--- src/step_map.svh ---
// Register offsets, field positions, reset values and timing counts.
`ifndef STEP_MAP_SVH
`define STEP_MAP_SVH

`define CTRL_OFFSET        8'h00
`define COIL_A_OFFSET      8'h04
`define COIL_B_OFFSET      8'h08
`define STATUS_OFFSET      8'h0C

`define CTRL_STEP_EN_BIT   0
`define CTRL_DUAL_EDGE_BIT 1
`define CTRL_RES_LSB       2
`define CTRL_RES_MSB       5
`define CTRL_SCALE_LSB     8
`define CTRL_SCALE_MSB     12
`define CTRL_RESET         32'h00001F01
`define COIL_RESET         9'h000
`define MSTEP_RESET        10'h000
`define RES_FULL_STEP      4'h8

`define SPI_CMD_BITS       20
`define SPI_DIRECT_TAG     2'h0

`define CLK_PERIOD_NS      100
`define GLITCH_NS          60
`define GLITCH_CYCLES      ((`GLITCH_NS + `CLK_PERIOD_NS - 1) / `CLK_PERIOD_NS)
`define DEAD_NS            100
`define DEAD_CYCLES        ((`DEAD_NS + `CLK_PERIOD_NS - 1) / `CLK_PERIOD_NS)
`define OFF_NS             2400
`define OFF_CYCLES         ((`OFF_NS + `CLK_PERIOD_NS - 1) / `CLK_PERIOD_NS)

`endif

--- src/step_pkg.sv ---
// Types shared by the step/direction front end.
package step_pkg;
  typedef logic [7:0] magnitude_t;
  typedef logic [9:0] mstep_t;
  typedef enum logic [1:0] {BRIDGE_IDLE, BRIDGE_DEAD, BRIDGE_DRIVE,
                            BRIDGE_DECAY} bridge_state_t;
endpackage

--- src/step_dir_microstep_frontend.sv ---
// Step/direction front end with sine lookup, current scaling and chopper.
//
// How it works
// - direction sampled on each active step edge.
// - direction low counts up, high counts down.
// - rising edges only, or both, by mode.
// - step and direction glitch filtered, 60 ns.
// - sine table turns counter into coil targets.
// - multiplexer picks table or serial currents.
// - direct-tag serial commands set both coil currents.
// - scale targets down by scale or load.
// - drive phase ends when comparator trips.
// - bridge gate drives never overlap.
// - disabled power stage forces switches off.
// - internal oscillator used until clock pin goes high.
// - clock pin high disables oscillator until reset.
// - stall output high on detected stall.
// - test input selects test mode.
// - test mode: data is scan in, clock shifts.
// - step size follows resolution, full to 256.
// - step path on after reset until disabled.
// - 20-bit command in, 20-bit status out.
//
// The register addresses and the APB interface to the registers were left to the implementer.
`include "step_map.svh"

module step_dir_microstep_frontend (
  input  wire logic              clk_in,
  input  wire logic              reset_in,
  input  wire logic              psel_in,
  input  wire logic              penable_in,
  input  wire logic              pwrite_in,
  input  wire logic [7:0]        paddr_in,
  input  wire logic [31:0]       pwdata_in,
  output logic      [31:0]       prdata_out,
  output logic                   pready_out,
  output logic                   pslverr_out,
  input  wire logic              step_pin_in,
  input  wire logic              dir_pin_in,
  input  wire logic              serial_select_n_in,
  input  wire logic              serial_clock_in,
  input  wire logic              serial_data_in,
  output logic                   serial_data_out,
  output logic                   serial_data_enable_n_out,
  input  wire logic              factory_test_select_in,
  input  wire logic              ext_clock_pin_in,
  output logic                   oscillator_enable_out,
  output logic                   ext_clock_select_out,
  input  wire logic              power_stage_enable_n_in,
  input  wire logic              comparator_a_in,
  input  wire logic              comparator_b_in,
  input  wire logic [4:0]        load_limit_in,
  input  wire logic              stall_detect_in,
  output step_pkg::magnitude_t   coil_a_target_out,
  output logic                   coil_a_negative_out,
  output step_pkg::magnitude_t   coil_b_target_out,
  output logic                   coil_b_negative_out,
  output logic                   gate_a_high1_out,
  output logic                   gate_a_low1_out,
  output logic                   gate_a_high2_out,
  output logic                   gate_a_low2_out,
  output logic                   gate_b_high1_out,
  output logic                   gate_b_low1_out,
  output logic                   gate_b_high2_out,
  output logic                   gate_b_low2_out,
  output logic                   stall_flag_out,
  output logic                   test_mode_out
);
  import step_pkg::*;

  //////////////////////////////////////////////////////////////////////////
  // Pin synchronisers.
  logic [7:0] pins_meta;
  logic [7:0] pins_sync;

  always_ff @(posedge clk_in)
  begin
    pins_meta <= {serial_select_n_in, serial_clock_in, serial_data_in,
                  factory_test_select_in, ext_clock_pin_in,
                  power_stage_enable_n_in, comparator_a_in,
                  comparator_b_in};
    pins_sync <= pins_meta;
  end

  wire select_n_s, sck_s, sdi_s, test_s, extclk_s, enable_n_s;
  wire reached_a, reached_b;
  assign {select_n_s, sck_s, sdi_s, test_s, extclk_s, enable_n_s,
          reached_a, reached_b} = pins_sync;

  //////////////////////////////////////////////////////////////////////////
  // Step and direction filters.
  logic step_f;
  logic dir_f;

  glitch_filter #(.STABLE_CYCLES(`GLITCH_CYCLES)) step_filter (
    .clk_in   (clk_in),
    .reset_in (reset_in),
    .raw_in   (step_pin_in),
    .level_out(step_f)
  );

  glitch_filter #(.STABLE_CYCLES(`GLITCH_CYCLES)) dir_filter (
    .clk_in   (clk_in),
    .reset_in (reset_in),
    .raw_in   (dir_pin_in),
    .level_out(dir_f)
  );

  //////////////////////////////////////////////////////////////////////////
  // Control registers and APB decode.
  logic [31:0] ctrl;
  logic [8:0]  coil_a_serial;
  logic [8:0]  coil_b_serial;
  mstep_t      mstep;
  logic        step_prev;

  wire        step_enable = ctrl[`CTRL_STEP_EN_BIT];
  wire        dual_edge_step_select = ctrl[`CTRL_DUAL_EDGE_BIT];
  wire [3:0]  resolution = ctrl[`CTRL_RES_MSB:`CTRL_RES_LSB];
  wire [4:0]  current_scale = ctrl[`CTRL_SCALE_MSB:`CTRL_SCALE_LSB];

  wire        apb_access = psel_in && penable_in && !pready_out;
  wire        hit_ctrl = (paddr_in == `CTRL_OFFSET);
  wire        hit_coil_a = (paddr_in == `COIL_A_OFFSET);
  wire        hit_coil_b = (paddr_in == `COIL_B_OFFSET);
  wire        hit_status = (paddr_in == `STATUS_OFFSET);
  wire        hit_any = hit_ctrl || hit_coil_a || hit_coil_b || hit_status;
  // Writes land on the edge at which the master sees pready.
  wire        apb_done = psel_in && penable_in && pready_out;
  wire        apb_write = apb_done && pwrite_in && hit_any;
  wire [31:0] status_word = {19'h00000, ext_clock_select_out,
                             stall_flag_out, test_mode_out, mstep};
  wire [31:0] read_value =
    hit_ctrl   ? (ctrl & 32'h00001F3F) :
    hit_coil_a ? {23'h000000, coil_a_serial} :
    hit_coil_b ? {23'h000000, coil_b_serial} :
    hit_status ? status_word : 32'h00000000;

  always_ff @(posedge clk_in)
  begin
    if (reset_in)
    begin
      pready_out  <= 1'b0;
      pslverr_out <= 1'b0;
      prdata_out  <= 32'h00000000;
    end
    else
    begin
      pready_out  <= apb_access;
      pslverr_out <= apb_access && !hit_any;
      prdata_out  <= (apb_access && !pwrite_in) ? read_value : 32'h00000000;
    end
  end

  always_ff @(posedge clk_in)
  begin
    if (reset_in)
      ctrl <= `CTRL_RESET;
    else if (apb_write && hit_ctrl)
      ctrl <= pwdata_in & 32'h00001F3F;
  end

  //////////////////////////////////////////////////////////////////////////
  // Serial command port; in test mode it becomes a scan chain.
  logic [19:0] shift_reg;
  logic [4:0]  bit_count;
  logic        sck_prev;
  logic        select_prev;

  wire sck_rise = sck_s && !sck_prev;
  wire sck_fall = !sck_s && sck_prev;
  wire frame_start = !select_n_s && select_prev;
  wire frame_end = select_n_s && !select_prev;
  wire frame_full = (bit_count == 5'(`SPI_CMD_BITS));
  wire command_done = frame_end && frame_full && !test_mode_out;
  wire direct_cmd = (shift_reg[19:18] == `SPI_DIRECT_TAG);
  wire [19:0] status_frame = {stall_flag_out, mstep, 9'h000};

  always_ff @(posedge clk_in)
  begin
    if (reset_in)
    begin
      sck_prev    <= 1'b0;
      select_prev <= 1'b1;
    end
    else
    begin
      sck_prev    <= sck_s;
      select_prev <= select_n_s;
    end
  end

  always_ff @(posedge clk_in)
  begin
    if (reset_in)
    begin
      shift_reg <= 20'h00000;
      bit_count <= 5'h00;
    end
    else if (test_mode_out)
    begin
      if (sck_s)
        shift_reg <= {shift_reg[18:0], sdi_s};
    end
    else if (frame_start)
    begin
      shift_reg <= status_frame;
      bit_count <= 5'h00;
    end
    else if (!select_n_s && sck_rise && !frame_full)
    begin
      shift_reg <= {shift_reg[18:0], sdi_s};
      bit_count <= bit_count + 5'h01;
    end
  end

  // The outgoing bit is taken from the top of the register before shifting.
  always_ff @(posedge clk_in)
  begin
    if (reset_in)
    begin
      serial_data_out          <= 1'b0;
      serial_data_enable_n_out <= 1'b1;
    end
    else
    begin
      serial_data_enable_n_out <= select_n_s && !test_mode_out;
      if (test_mode_out || frame_start || sck_fall)
        serial_data_out <= test_mode_out ? shift_reg[19] :
                           frame_start ? status_frame[19] : shift_reg[19];
    end
  end

  always_ff @(posedge clk_in)
  begin
    if (reset_in)
    begin
      coil_a_serial <= `COIL_RESET;
      coil_b_serial <= `COIL_RESET;
    end
    else if (command_done && direct_cmd)
    begin
      coil_a_serial <= shift_reg[17:9];
      coil_b_serial <= shift_reg[8:0];
    end
    else if (apb_write && hit_coil_a)
      coil_a_serial <= pwdata_in[8:0];
    else if (apb_write && hit_coil_b)
      coil_b_serial <= pwdata_in[8:0];
  end

  //////////////////////////////////////////////////////////////////////////
  // Microstep counter.
  wire [3:0] step_shift = (resolution > `RES_FULL_STEP) ?
                          `RES_FULL_STEP : resolution;
  wire [9:0] step_size = 10'h001 << step_shift;
  wire step_rise = step_f && !step_prev;
  wire step_fall = !step_f && step_prev;
  wire active_edge = step_rise || (dual_edge_step_select && step_fall);

  always_ff @(posedge clk_in)
  begin
    if (reset_in)
    begin
      step_prev <= 1'b0;
      mstep     <= `MSTEP_RESET;
    end
    else
    begin
      step_prev <= step_f;
      if (active_edge && step_enable)
        mstep <= dir_f ? (mstep - step_size) : (mstep + step_size);
    end
  end

  //////////////////////////////////////////////////////////////////////////
  // Sine lookup, source selection and scaling.
  // Quarter wave sampled mid-interval, so no entry is exactly zero.
  localparam magnitude_t QUARTER_SINE [16] = '{
    8'h0C, 8'h24, 8'h3C, 8'h54, 8'h6B, 8'h80, 8'h94, 8'hA7,
    8'hB8, 8'hC7, 8'hD5, 8'hE0, 8'hEA, 8'hF1, 8'hF6, 8'hF8};

  wire mstep_t     cos_pos = mstep + 10'h100;
  wire [3:0]       idx_a = mstep[8] ? ~mstep[7:4] : mstep[7:4];
  wire [3:0]       idx_b = cos_pos[8] ? ~cos_pos[7:4] : cos_pos[7:4];
  wire [8:0]       sine_a = {mstep[9], QUARTER_SINE[idx_a]};
  wire [8:0]       sine_b = {cos_pos[9], QUARTER_SINE[idx_b]};
  wire [8:0]       chosen_a = step_enable ? sine_a : coil_a_serial;
  wire [8:0]       chosen_b = step_enable ? sine_b : coil_b_serial;
  wire [4:0]       scale_eff = (load_limit_in < current_scale) ?
                               load_limit_in : current_scale;
  wire [5:0]       factor = {1'b0, scale_eff} + 6'h01;
  wire [13:0]      product_a = chosen_a[7:0] * factor;
  wire [13:0]      product_b = chosen_b[7:0] * factor;

  always_ff @(posedge clk_in)
  begin
    if (reset_in)
    begin
      coil_a_target_out   <= 8'h00;
      coil_a_negative_out <= 1'b0;
      coil_b_target_out   <= 8'h00;
      coil_b_negative_out <= 1'b0;
    end
    else
    begin
      coil_a_target_out   <= product_a[12:5];
      coil_a_negative_out <= chosen_a[8];
      coil_b_target_out   <= product_b[12:5];
      coil_b_negative_out <= chosen_b[8];
    end
  end

  //////////////////////////////////////////////////////////////////////////
  // Clock source, stall flag and test mode.
  always_ff @(posedge clk_in)
  begin
    if (reset_in)
    begin
      oscillator_enable_out <= 1'b1;
      ext_clock_select_out  <= 1'b0;
      stall_flag_out        <= 1'b0;
      test_mode_out         <= 1'b0;
    end
    else
    begin
      oscillator_enable_out <= !(ext_clock_select_out || extclk_s);
      ext_clock_select_out  <= ext_clock_select_out || extclk_s;
      stall_flag_out        <= stall_detect_in;
      test_mode_out         <= test_s;
    end
  end

  //////////////////////////////////////////////////////////////////////////
  // Chopper bridges.
  wire bridge_enable = !enable_n_s && !test_mode_out;

  bridge_phase #(.DEAD_CYCLES(`DEAD_CYCLES), .OFF_CYCLES(`OFF_CYCLES))
  bridge_a (
    .clk_in     (clk_in),
    .reset_in   (reset_in),
    .enable_in  (bridge_enable),
    .negative_in(coil_a_negative_out),
    .reached_in (reached_a),
    .high1_out  (gate_a_high1_out),
    .low1_out   (gate_a_low1_out),
    .high2_out  (gate_a_high2_out),
    .low2_out   (gate_a_low2_out)
  );

  bridge_phase #(.DEAD_CYCLES(`DEAD_CYCLES), .OFF_CYCLES(`OFF_CYCLES))
  bridge_b (
    .clk_in     (clk_in),
    .reset_in   (reset_in),
    .enable_in  (bridge_enable),
    .negative_in(coil_b_negative_out),
    .reached_in (reached_b),
    .high1_out  (gate_b_high1_out),
    .low1_out   (gate_b_low1_out),
    .high2_out  (gate_b_high2_out),
    .low2_out   (gate_b_low2_out)
  );
endmodule // step_dir_microstep_frontend

--- src/glitch_filter.sv ---
// Two-stage synchroniser followed by a minimum-width glitch filter.
module glitch_filter #(
  parameter int STABLE_CYCLES = 1
) (
  input  wire logic clk_in,
  input  wire logic reset_in,
  input  wire logic raw_in,
  output logic      level_out
);
  logic       sync1;
  logic       sync2;
  logic [3:0] stable_count;
  wire        differs = (sync2 != level_out);
  wire        long_enough = (stable_count >= 4'(STABLE_CYCLES - 1));

  always_ff @(posedge clk_in)
  begin
    sync1 <= raw_in;
    sync2 <= sync1;
  end

  // A new level is taken only after it has stood for the filter time.
  always_ff @(posedge clk_in)
  begin
    if (reset_in)
    begin
      level_out    <= 1'b0;
      stable_count <= 4'h0;
    end
    else if (!differs)
      stable_count <= 4'h0;
    else if (long_enough)
    begin
      level_out    <= sync2;
      stable_count <= 4'h0;
    end
    else
      stable_count <= stable_count + 4'h1;
  end
endmodule // glitch_filter

--- src/bridge_phase.sv ---
// One H-bridge chopper sequencer with break-before-make dead time.
module bridge_phase #(
  parameter int DEAD_CYCLES = 1,
  parameter int OFF_CYCLES  = 24,
  parameter int TIMER_W     = 8
) (
  input  wire logic clk_in,
  input  wire logic reset_in,
  input  wire logic enable_in,
  input  wire logic negative_in,
  input  wire logic reached_in,
  output logic      high1_out,
  output logic      low1_out,
  output logic      high2_out,
  output logic      low2_out
);
  import step_pkg::*;

  localparam logic [TIMER_W-1:0] DEAD_LOAD = TIMER_W'(DEAD_CYCLES - 1);
  localparam logic [TIMER_W-1:0] OFF_LOAD  = TIMER_W'(OFF_CYCLES - 1);

  bridge_state_t      state;
  logic [TIMER_W-1:0] timer;
  logic               to_drive;
  logic               negative;
  wire                expired = (timer == '0);
  wire                driving = (state == BRIDGE_DRIVE);
  wire                decaying = (state == BRIDGE_DECAY);

  always_ff @(posedge clk_in)
  begin
    if (reset_in || !enable_in)
    begin
      state    <= BRIDGE_IDLE;
      timer    <= '0;
      to_drive <= 1'b1;
      negative <= 1'b0;
    end
    else
    begin
      unique case (state)
        BRIDGE_IDLE:
        begin
          state    <= BRIDGE_DEAD;
          timer    <= DEAD_LOAD;
          to_drive <= 1'b1;
        end
        BRIDGE_DEAD:
          if (!expired)
            timer <= timer - 1'b1;
          else if (to_drive)
          begin
            state    <= BRIDGE_DRIVE;
            negative <= negative_in;
          end
          else
          begin
            state <= BRIDGE_DECAY;
            timer <= OFF_LOAD;
          end
        BRIDGE_DRIVE:
          if (reached_in)
          begin
            state    <= BRIDGE_DEAD;
            timer    <= DEAD_LOAD;
            to_drive <= 1'b0;
          end
        BRIDGE_DECAY:
          if (!expired)
            timer <= timer - 1'b1;
          else
          begin
            state    <= BRIDGE_DEAD;
            timer    <= DEAD_LOAD;
            to_drive <= 1'b1;
          end
      endcase
    end
  end

  // Gates follow the state one cycle late; the dead state keeps them apart.
  always_ff @(posedge clk_in)
  begin
    if (reset_in || !enable_in)
    begin
      high1_out <= 1'b0;
      low1_out  <= 1'b0;
      high2_out <= 1'b0;
      low2_out  <= 1'b0;
    end
    else
    begin
      high1_out <= driving && !negative;
      low2_out  <= (driving && !negative) || decaying;
      high2_out <= driving && negative;
      low1_out  <= (driving && negative) || decaying;
    end
  end
endmodule // bridge_phase

--- config.mk ---
export PLATFORM = sky130hd
export DESIGN_NAME = step_dir_microstep_frontend
export DESIGN_NICKNAME = d
export VERILOG_FILES = /design/src/step_pkg.sv /design/src/step_dir_microstep_frontend.sv /design/src/glitch_filter.sv /design/src/bridge_phase.sv
export VERILOG_INCLUDE_DIRS = /design/src
export SDC_FILE = /design/constraint.sdc
export NUM_CORES = 1
export LEC_CHECK = 0
export BUFFER_PORTS_ARGS = -buffer_cell sky130_fd_sc_hd__buf_2
export CAP_MARGIN = 25
export CORE_MARGIN = 10
export CORE_UTILIZATION = 45
export DETAILED_ROUTE_END_ITERATION = 8
export SETUP_SLACK_MARGIN = 0.4
export SYNTH_ARGS = -nofsm -noshare
export SYNTH_HDL_FRONTEND = slang
export SYNTH_SLANG_ARGS = --single-unit
--- constraint.sdc ---
create_clock -name clk_in -period 20.9 [get_ports clk_in]
set_clock_uncertainty 0.05 [all_clocks]
set_input_delay 4.18 -clock clk_in [delete_from_list [all_inputs] [get_ports clk_in]]
set_output_delay 4.18 -clock clk_in [all_outputs]
set_load 0.01 [all_outputs]
==> reports/qor.txt <==
Initial Utilization - 45.5%
Yosys synthesis warning count - 0
PortBufs - 88
Fin cells - 1588
Die Wd - 171 um
Post-synth EDFFs - 0
First-pass GRT wire length - 41.9 mm
N_diodes - 0
Total CTS buffers - 17
Finish-stage setup viols - 0
Post-CTS setup buffers - 0
CTS Buffer Depth - 2
Max reg flops - 20
Synthesized flop and latch total - 160
Die ar. - 0.0293 mm2
Area Growth Syn to Fin - 11.6%
Maxcap violations - 0
Initial antenna violation count - 0
# IOs - 127
Crit path launch type - input pin
Slowest stage delay, CP - 630 ps
Die Y - 171 um
Min Clock Period, post-route - 10490 ps
Post-synth top area cell - dfxtp_1
Multi-input logic area - 0.00636 mm2
Netlist cell types - 73
Vias in the first global route - 8106
Largest net degree at the start of global routing - 67
Via count - 8427
Sequential standard cell area - 0.00320 mm2
P_leak - 5.37 nW
FP Rows - 55
Critical path type - in2reg
Achievable frequency - 95.3 MHz
Total track usage - 17.8%
CTS root buffer - clkbuf_16
Syn Std Cell Area - 0.0103 mm2
CP arrival - 10810 ps
Worst Tran Pin Value - 1000 ps
Maximum level of the CTS H-tree - 4
Remaining global-route overflow - 0
Slowest-stage cell, CP - clkinv_1
PD cells - 88.5 mW/mm2
Cell count after synthesis - 1229
Max-slew headroom - 33.0%
CP max FO - 19
Core Util, Final - 50.8%
Yosys top cell area share - 31.2%
DR vias/cell - 5.31
Prevailing post-synth register cell - dfxtp_1
Clk_lat worst skew - 430 ps
RSZ-0062 raised after global routing - false
Register area share after synthesis - 31.2%
Fin nets - 1464
Hold WC Path Type - reg2reg
CTS tree - done
Mapped Avg Cell Area - 8.37 um2
WP buf/inv - 4
Async S/R FF share, synth - 0%
CP Capture Type - register
Detailed Routing Iterations Pass 1 - 7
Worst vdd ir - 0.0615 mV
Fillers - 2201
Placed cell count - 1555
Layout cells sized above 1 - 13.1%
Final Cycle Share - 50.2%
Ranking of synthesized cells by area - dfxtp_1 (31%), fa_1 (9.2%), ha_1 (8.0%)
Clock transition at path regs - 80 ps
CP delay by family, top - adder cells
Final hold vios - 0
Post-Route WL - 25.7 mm
Hpwl dp - 19.2 mm
Core ar. - 0.0226 mm2
Max Transition Viols Final - 0
Clock Sinks - 160
Drt wl/cell - 16.2 um
Outcome - complete, no violations
Starting DRT DRC Count - 614
RePlAce Congestion - 0.877
Post-CTS Resized - 0
Antenna Violating Nets Remaining - 0
# hold bufs at CTS - 0
DRC Markers - 0
TNS Setup - 0 ps
Critical path required time - 21220 ps
## final cells by class
class / count / area share, %
multi-input combinational: 901 / 55.4
sequential: 160 / 27.9
timing repair buffer: 101 / 4.81
clock buffer: 17 / 3.71
inverter: 109 / 3.57
tap: 285 / 3.11
clock inverter: 15 / 1.46
## cells by family (layout without fill, tap and decap cells)
logic type | after synthesis | after routing | synth area share (%)
AO/OA/AOI/OAI | 192 | 192 | 12.5
XOR/XNOR | 54 | 54 | 4.81
adder cells (fa/ha/maj) | 113 | 113 | 17.2
buffers and inverters | 186 | 242 | 7.63
flip-flops | 160 | 160 | 31.2
multiplexers | 48 | 48 | 5.20
other | 1 | 19 | 0.0365
AND/OR/NAND/NOR | 475 | 475 | 21.5
## cell usage in the layout, fill, tap and decap left out, types with 18 or more instances in the layout
master	Yosys	layout
dfxtp_1	160	160
nor3_1	30	30
a21oi_1	61	61
nand3_1	34	34
inv_1	106	106
o21ai_0	20	20
ha_1	66	66
nand2_1	91	91
fa_1	47	47
nor2b_1	20	20
mux2i_1	41	41
nor2_1	204	204
xor2_1	21	21
xnor2_1	31	31
nand2b_1	25	25
a211oi_1	28	28
or2_2	18	18
buf_2	3	87
conb_1	1	19
## metrics by stage
step           power [mW]  hold WS, ps  cell area, um2  setup WS, ps
3_5_place_dp        0.717          262           10900          9960
6_report             1.02          278           11500         10410
3_3_place_gp        0.711          260           10800         10030
5_1_grt              1.10          283           11500          9830
2_1_floorplan       0.639          260           10300         11150
4_1_cts              1.03          279           11500         10370
## synth_stat cells, drive strengths merged (25+ instances only)
cell and number:
clkbuf 48, a21oi 63, xnor2 32, dfxtp 160, nand2 92, a211oi 28
buf 29, inv 107, nor2 204, nand2b 25, mux2i 41, ha 66
nor3 31, fa 47, nand3 34
## report_power, final
group	internal [mW]	total [mW]	switching [mW]
Clock	0.161	0.310	0.149
Combinational	0.160	0.370	0.210
Sequential	0.325	0.336	0.0108
Total	0.646	1.02	0.370
## path summary, 6_finish.rpt
kind	cells past startpoint	end	from	slack (ps)
worst max-delay path	25	coil_a_target_out[7]	load_limit_in[4]	10410
worst min-delay path	0	pins_sync[4]	pins_meta[4]	280
worst max register to register	25	coil_a_target_out[7]	ctrl[12]	13820
worst min register to register	0	pins_sync[4]	pins_meta[4]	280
## layer usage
layer / share of wire (%) / GRT usage, % / wire length (um) / up-vias
met5: 0 / 0 / 0 / -
met4: 1.4 / 5.18 / 365 / 0
met3: 5.7 / 3.11 / 1460 / 23
met2: 46 / 28.9 / 11800 / 231
met1: 47 / 23.7 / 12000 / 3947
li1: - / - / - / 4226
Note: power is estimated with default switching activity, not from simulation.
